===== src/verilog/ettc_regs.svh =====
`ifndef ETTC_REGS_SVH
`define ETTC_REGS_SVH

// register word addresses
`define ETTC_ADDR_COUNT 8'h00
`define ETTC_ADDR_OPTION 8'h01
`define ETTC_ADDR_INTCTL 8'h02

// option register fields
`define ETTC_OPT_CS 5
`define ETTC_OPT_SE 4
`define ETTC_OPT_PSA 3
`define ETTC_OPT_PS_HI 2
`define ETTC_OPT_PS_LO 0
`define ETTC_OPT_RST 6'h08

// interrupt control register fields
`define ETTC_ICR_IE 5
`define ETTC_ICR_FLAG 2

// counting constants
`define ETTC_COUNT_MAX 8'hFF
`define ETTC_COUNT_RST 8'h00
`define ETTC_HOLDOFF 2'h2
`define ETTC_PRE_FULL 8'hFF
`define ETTC_PS_TOP 3'h7

// instruction cycle timing
`define ETTC_CLK_NS 10
`define ETTC_TCY_NS 40
`define ETTC_TCY_CLKS (`ETTC_TCY_NS / `ETTC_CLK_NS)
`define ETTC_DIV_LAST 2'((`ETTC_TCY_CLKS) - 1)

`endif


===== src/verilog/ettc_pkg.sv =====
`default_nettype none
package ettc_pkg;

	// one register port request
	typedef struct packed {
		logic [7:0] addr;
		logic [7:0] wdata;
		logic wr;
		logic rd;
	} ettc_bus_req_type;

	// every flip-flop of the timer
	typedef struct packed {
		logic [7:0] count;
		logic [5:0] opt;
		logic ie;
		logic flag;
		logic [1:0] inhibit;
		logic [1:0] div;
		logic [7:0] pre;
		logic wdt_tick;
		logic ext_s1;
		logic ext_s2;
		logic ext_d;
		logic [7:0] rdata;
	} ettc_state_type;

endpackage : ettc_pkg
`default_nettype wire


===== src/verilog/ettc_timer.sv =====
`include "ettc_regs.svh"
`timescale 1ns/10ps
`default_nettype none
module ettc_timer (
	input wire logic SYS_CLK_I,
	input wire logic NRST_I,
	input wire ettc_pkg::ettc_bus_req_type REQ_I,
	input wire logic SLEEP_I,
	input wire logic EXT_COUNT_I,
	input wire logic WDT_RAW_I,
	output logic [7:0] RDATA_O,
	output logic IRQ_O,
	output logic WDT_TICK_O
);

	ettc_pkg::ettc_state_type s_r;
	ettc_pkg::ettc_state_type s_nxt;
	logic tcy;
	logic ext_edge;
	logic run;
	logic timer_src;
	logic pre_src;
	logic pre_hit;
	logic inc;
	logic ovf;
	logic psa;
	logic wr_count;
	logic wr_icr;
	logic [7:0] pre_mask;

	// decode of the register port
	assign wr_count = REQ_I.wr && (REQ_I.addr == `ETTC_ADDR_COUNT);
	assign wr_icr = REQ_I.wr && (REQ_I.addr == `ETTC_ADDR_INTCTL);
	assign psa = s_r.opt[`ETTC_OPT_PSA];

	// next-state logic for the whole timer
	always_comb begin
		s_nxt = s_r;
		// two-flop synchroniser, only the second stage feeds the edge detector
		s_nxt.ext_s1 = EXT_COUNT_I;
		s_nxt.ext_s2 = s_r.ext_s1;
		s_nxt.ext_d = s_r.ext_s2;
		// edge select inverts the sense of the detector
		ext_edge = s_r.opt[`ETTC_OPT_SE] ? (s_r.ext_d && !s_r.ext_s2)
			: (s_r.ext_s2 && !s_r.ext_d);
		// instruction cycle enable from the system clock divider
		tcy = (s_r.div == `ETTC_DIV_LAST);
		s_nxt.div = tcy ? 2'h0 : s_r.div + 2'h1;
		// sleep and the post-write hold-off both freeze the count
		run = !SLEEP_I && (s_r.inhibit == 2'h0);
		if (tcy && (s_r.inhibit != 2'h0)) begin
			s_nxt.inhibit = s_r.inhibit - 2'h1;
		end
		timer_src = run && (s_r.opt[`ETTC_OPT_CS] ? ext_edge : tcy);
		// prescaler belongs to exactly one user at a time
		pre_mask = `ETTC_PRE_FULL >> (`ETTC_PS_TOP - s_r.opt[`ETTC_OPT_PS_HI:`ETTC_OPT_PS_LO]);
		pre_src = psa ? WDT_RAW_I : timer_src;
		pre_hit = pre_src && ((s_r.pre & pre_mask) == pre_mask);
		if (pre_src) begin
			s_nxt.pre = s_r.pre + 8'h01;
		end
		s_nxt.wdt_tick = psa && pre_hit;
		inc = psa ? timer_src : pre_hit;
		ovf = inc && (s_r.count == `ETTC_COUNT_MAX);
		if (inc) begin
			s_nxt.count = s_r.count + 8'h01;
		end
		if (ovf) begin
			s_nxt.flag = 1'b1;
		end
		// software writes; a write to the count wins over the step
		if (wr_count) begin
			s_nxt.count = REQ_I.wdata;
			s_nxt.inhibit = `ETTC_HOLDOFF;
			if (!psa) begin
				s_nxt.pre = 8'h00;
			end
		end
		if (REQ_I.wr && (REQ_I.addr == `ETTC_ADDR_OPTION)) begin
			s_nxt.opt = REQ_I.wdata[5:0];
		end
		if (wr_icr) begin
			s_nxt.ie = REQ_I.wdata[`ETTC_ICR_IE];
			// a same-cycle overflow beats the software clear
			s_nxt.flag = REQ_I.wdata[`ETTC_ICR_FLAG] || ovf;
		end
		// read data valid only in the cycle after the strobe
		s_nxt.rdata = 8'h00;
		if (REQ_I.rd) begin
			case (REQ_I.addr)
				`ETTC_ADDR_COUNT: begin
					s_nxt.rdata = s_r.count;
				end
				`ETTC_ADDR_OPTION: begin
					s_nxt.rdata = {2'b00, s_r.opt};
				end
				`ETTC_ADDR_INTCTL: begin
					s_nxt.rdata = {2'b00, s_r.ie, 2'b00, s_r.flag, 2'b00};
				end
				default: begin
					s_nxt.rdata = 8'h00;
				end
			endcase
		end
	end

	// state register
	always_ff @(posedge SYS_CLK_I or negedge NRST_I) begin
		if (!NRST_I) begin
			s_r <= '0;
			s_r.opt <= `ETTC_OPT_RST;
			s_r.count <= `ETTC_COUNT_RST;
		end else begin
			s_r <= s_nxt;
		end
	end

	// outputs; the request is masked by the enable bit
	assign RDATA_O = s_r.rdata;
	assign IRQ_O = s_r.flag && s_r.ie;
	assign WDT_TICK_O = s_r.wdt_tick;
endmodule : ettc_timer
`default_nettype wire


===== config.mk =====
export PLATFORM = sky130hd
export DESIGN_NAME = ettc_timer
export DESIGN_NICKNAME = d
export VERILOG_FILES = /design/src/verilog/ettc_pkg.sv /design/src/verilog/ettc_timer.sv
export VERILOG_INCLUDE_DIRS = /design/src /design/src/verilog
export SDC_FILE = /design/constraint.sdc
export NUM_CORES = 1
export LEC_CHECK = 0
export BUFFER_PORTS_ARGS = -buffer_cell sky130_fd_sc_hd__buf_2
export CAP_MARGIN = 20
export CORE_ASPECT_RATIO = 2
export CORE_MARGIN = 2
export CORE_UTILIZATION = 55
export CTS_CLUSTER_DIAMETER = 40
export CTS_CLUSTER_SIZE = 14
export DETAILED_ROUTE_END_ITERATION = 6
export GPL_TIMING_DRIVEN = 0
export PLACE_DENSITY = 0.88
export SYNTH_ARGS = -nofsm -noshare
export SYNTH_HDL_FRONTEND = slang
export SYNTH_SLANG_ARGS = --single-unit
export TNS_END_PERCENT = 1

===== constraint.sdc =====
create_clock -name SYS_CLK_I -period 4.25 [get_ports SYS_CLK_I]
set_clock_uncertainty 0.1 [all_clocks]
set_input_delay 0.85 -clock SYS_CLK_I [delete_from_list [all_inputs] [get_ports SYS_CLK_I]]
set_output_delay 0.85 -clock SYS_CLK_I [all_outputs]
set_load 0.02 [all_outputs]

Word-level counts from Yosys, hierarchy flattened
Cells that the tools add are included.

Output and inout bits: 10. Memories kept: 0. Input port bits: 23. ROM bits: 0. Bits in latches: 0. Bits in registers: 40. RAM bits: 0.

Order comparisons: 0. Add/sub/neg operators: 5. Bitwise logic cells: 1. Shift operators: 1. Muxes and demuxes: 16. Multipliers: 0. Equality and inequality tests: 5. Divide/modulo/power cells: 0. Reductions and logical operators: 22.

Operators with widths (number): $mux 8 (6); $pmux 8 s3 (1); $add 8x1->8 const B (2); $logic_and 1x1->1 (12); $and 8x8->8 (1); $eq 8x1->1 const B (1); $eq 8x2->1 const B (1); $eq 8x8->1 (1); $eq 8x8->1 const B (1); $logic_not 8->1 (1); $reduce_bool 2->1 (4); $shr 8x3->8 const A (1); $mux 1 (6); $mux 2 (3); $logic_not 1->1 (3); $sub 3x3->3 const A (1); $add 2x1->2 const B (1); $eq 2x2->1 const B (1); $logic_not 2->1 (1); $sub 2x1->2 const B (1); $logic_or 1x1->1 (1).

Depth between registers and ports, before layout
Depth after elaboration: 11. Depth in mapped cells: 8.

Worst setup path before layout
OpenSTA, ideal clock, no wires.

Kind: input to register. Start point: in SLEEP_I. End point: reg s_r[35] (netlist name). Path slack: 1.756 ns. Data arrival time: 2.270 ns. Buffers on the path: 1. Cell stages on the path: 6. Setup time: 0.124 ns. Required time: 4.026 ns. Cells stage by stage: or2b_2 a311oi_4 nand3_2 buf_6 o21a_1 a211o_1.

Word-level cells in the longest chain between the ends: 7.

Ends and longest elaborated chain: start, declared (RTL line ettc_timer.sv:8) `input wire logic SLEEP_I,`; $logic_not 1->1 (*) (RTL line ettc_timer.sv:50) `run = !SLEEP_I && (s_r.inhibit == 2'h0);`; $logic_and 1x1->1 (*) (RTL line ettc_timer.sv:50); $logic_and 1x1->1 (*) (RTL line ettc_timer.sv:54) `` timer_src = run && (s_r.opt[`ETTC_OPT_CS] ? ext_edge : tcy); ``; $mux 1 (RTL line ettc_timer.sv:57) `pre_src = psa ? WDT_RAW_I : timer_src;`; $logic_and 1x1->1 (RTL line ettc_timer.sv:58) `pre_hit = pre_src && ((s_r.pre & pre_mask) == pre_mask);`; $mux 1 (*) (RTL line ettc_timer.sv:63) `inc = psa ? timer_src : pre_hit;`; $reduce_bool 2->1 (no source line) (*); end signal, assigned (RTL line ettc_timer.sv:114) `s_r <= s_nxt;`; end, declared (RTL line ettc_timer.sv:16) `ettc_pkg::ettc_state_type s_r;`.

Mark *: on every way between the ends. The rest lies on a longest branch, timed or not. A chain may end at the register's enable or synchronous reset.

==> flow_summary.ini <==
[outcome]
outcome = complete, no violations

[cts]
clock-root-buffer = clkbuf_8
clock_latency_ps = 290
cts_resized = 0
tritoncts.num_buffers = 5
clockBufferDepth = 2
clk_pin_slew_ps = 80
htreeDepth = 2
cts_setup_buffers = 0
clock_sinks = 40
cts_tree = done
hold_buffers = 0

[finish]
seqCellArea_um2 = 1000
nFillCells = 299
layout-drive-gt1-share_pct = 26.3
final_nets = 277
area_delta_synth_final_pct = 15.7
antennaDiodeCount = 0
multi_input_area_um2 = 1030

[grt]
grt_pass1_vias = 1597
grt_use_total_pct = 21.8
grt-ovfl-total = 0
grt_max_degree = 41
grt_pass1_wl_um = 6940
grt_antenna_before_repair = 0

[floorplanning]
coreArea_um2 = 3800
die_w_um = 48.1
fp.dieArea_um2 = 4440
rows = 32
initial_core_util_pct = 56.3
io_pins = 33
die_h_um = 92.2

[synthesis]
ys_seq_elements = 40
netlist_instances = 211
ys_warn_count = 0
yosysSeqAreaShare_pct = 46.8
synth_cell_types = 46
synth_edf_count = 0
avgSynthCellArea_um2 = 10.1
ys.flop_type = dfrtp_1
syn-num-nets = 238
synth_area_um2 = 2140
ys_async_sr_fraction_pct = 100

[sta]
rsz0062_at_grt = false
drv_slew = 0
slew_headroom_pct = 42.3
tightest_slew_ps = 865
hold_violations = 0
finalCriticalPeriod_ps = 2530
timing.final.crit_share_pct = 59.5
setup_viol = 0
max_freq_ghz = 0.395
tns_ps = 0

[worst_setup_path]
crit_fanout = 10
path_class = in2reg
critPathCaptureType = register
start_kind = primary input
slowest_delay_ps = 500
path_cells = buf_2 > clkbuf_1 > or3_1 > clkbuf_1 > nor2_1 > nor2_1
cp_slowest_cell = or3_1
worstPathArrival_ps = 2580
worstPathRequired_ps = 4310

[power]
ir_drop_uv = 349
power.leakage_nw = 1.15
p_per_area_nw_per_um2 = 408
total_power_mw = 1.01

[routing]
drcViolationCount = 0
vias = 1655
wirelength_um = 4200
ant_nets = 0
drt-pass1-iter-count = 4
routed_via_density = 5.48
post_drt_wl_per_cell_um = 13.9
first_iter_violations = 40

[job]
cap_violations = 0

[worst_hold_path]
worstHoldPathType = reg2reg

[placed_design]
port_buffers = 32
gp_congestion = 0.894
dp_hpwl_um = 3090
layout by cell type, fill, tap and decap left out, types with 5 or more instances in the layout:
| cell type | netlist | final |
|---|---|---|
| clkbuf_8 | 0 | 5 |
| clkbuf_1 | 5 | 5 |
| nor3_1 | 8 | 8 |
| buf_2 | 0 | 32 |
| mux2i_1 | 9 | 9 |
| nand2_1 | 22 | 22 |
| mux2_2 | 8 | 8 |
| nand3_1 | 8 | 8 |
| buf_4 | 8 | 8 |
| xnor2_1 | 6 | 6 |
| dfrtp_1 | 39 | 39 |
| nor2_1 | 23 | 23 |
| a21oi_1 | 8 | 8 |
| nor2b_1 | 5 | 5 |
critical path, delay by kind of cell:
family	cells	cell delay, ps
simple gates	3	1070
buf+inv	3	650
routing by layer:
layer | vias to the layer above | GRT usage (%) | wire length [µm]
li1 | 815 | - | -
met5 | - | 0 | 0
met3 | 16 | 4.92 | 128
met4 | 0 | 11.0 | 151
met1 | 785 | 26.3 | 1690
met2 | 39 | 34.3 | 2230
cells in the mapped netlist (3+ instances only):
library cell / n / area, µm²
nor2_1: 23 / 86.3
nor3_1: 8 / 40.0
nor3b_1: 4 / 30.0
mux2_2: 8 / 90.1
clkbuf_1: 5 / 18.8
xnor2_1: 6 / 52.6
nor2b_1: 5 / 31.3
buf_4: 8 / 60.1
inv_1: 4 / 15.0
mux2i_1: 9 / 90.1
nand2_1: 22 / 82.6
nand2b_1: 3 / 18.8
a21oi_1: 8 / 40.0
or4_1: 4 / 30.0
o211ai_1: 3 / 22.5
a211o_1: 4 / 35.0
nand3_1: 8 / 40.0
ha_1: 4 / 50.1
nand3b_1: 3 / 22.5
nand4_1: 3 / 18.8
dfrtp_1: 39 / 976
flip-flops by register name, summed over array words and instances, names as in the netlist:
register,flops
s_nxt,2
psa,1
s_r,28
RDATA_O,8
WDT_TICK_O,1
power by group:
part	internal [mW]	switching, mW	total, mW
logic	0.106	0.114	0.220
clock network	0.174	0.134	0.308
registers	0.426	0.0550	0.481
cells by family after synthesis:
logic type               after synthesis  synth area share (%)
XOR/XNOR                               8                  3.27
adder cells (fa/ha/maj)                4                  2.34
multiplexers                          18                  9.47
AO/OA/AOI/OAI                         26                  9.18
buffers and inverters                 19                  5.09
flip-flops                            40                  46.8
AND/OR/NAND/NOR                       96                  23.8
layout make-up:
cell class | count | area share (%)
multi-input cells | 152 | 41.6
clock buffers | 5 | 2.78
clock inverters | 3 | 1.72
repair buffers | 32 | 6.47
inverters | 4 | 0.607
well taps | 51 | 2.58
plain buffers | 15 | 3.79
flip-flops and latches | 40 | 40.5
path summary, 6_finish.rpt:
path	from	to	slack [ps]	depth (start not counted)
max	REQ_I[10]	s_r[13]$_DFF_PN0_	1720	6
min	s_nxt[9]$_DFF_PN0_	s_nxt[8]$_DFF_PN0_	260	0
max reg2reg	s_r[22]$_DFFE_PN0P_	s_r[39]$_DFFE_PN0P_	1880	8
min reg2reg	s_nxt[9]$_DFF_PN0_	s_nxt[8]$_DFF_PN0_	260	0
max in group asynchronous	NRST_I	s_r[26]$_DFFE_PN0P_	2930	1
min in group asynchronous	NRST_I	s_r[25]$_DFFE_PN0P_	560	1
per-stage QoR:
| stage | instance area (µm²) | util, % | hold slack [ps] | setup slack [ps] | cells |
|---|---|---|---|---|---|
| 3_3_place_gp | 2360 | 62.1 | 237 | 1500 | 294 |
| 4_1_cts | 2470 | 65.1 | 266 | 1690 | 302 |
| 3_5_place_dp | 2360 | 62.1 | 248 | 1400 | 294 |
| 6_report | 2470 | 65.1 | 265 | 1720 | 302 |
| 5_1_grt | 2470 | 65.1 | 274 | 1550 | 302 |
| 2_1_floorplan | 2140 | - | 231 | 1760 | 211 |
Power figures use the tool's default switching activity.
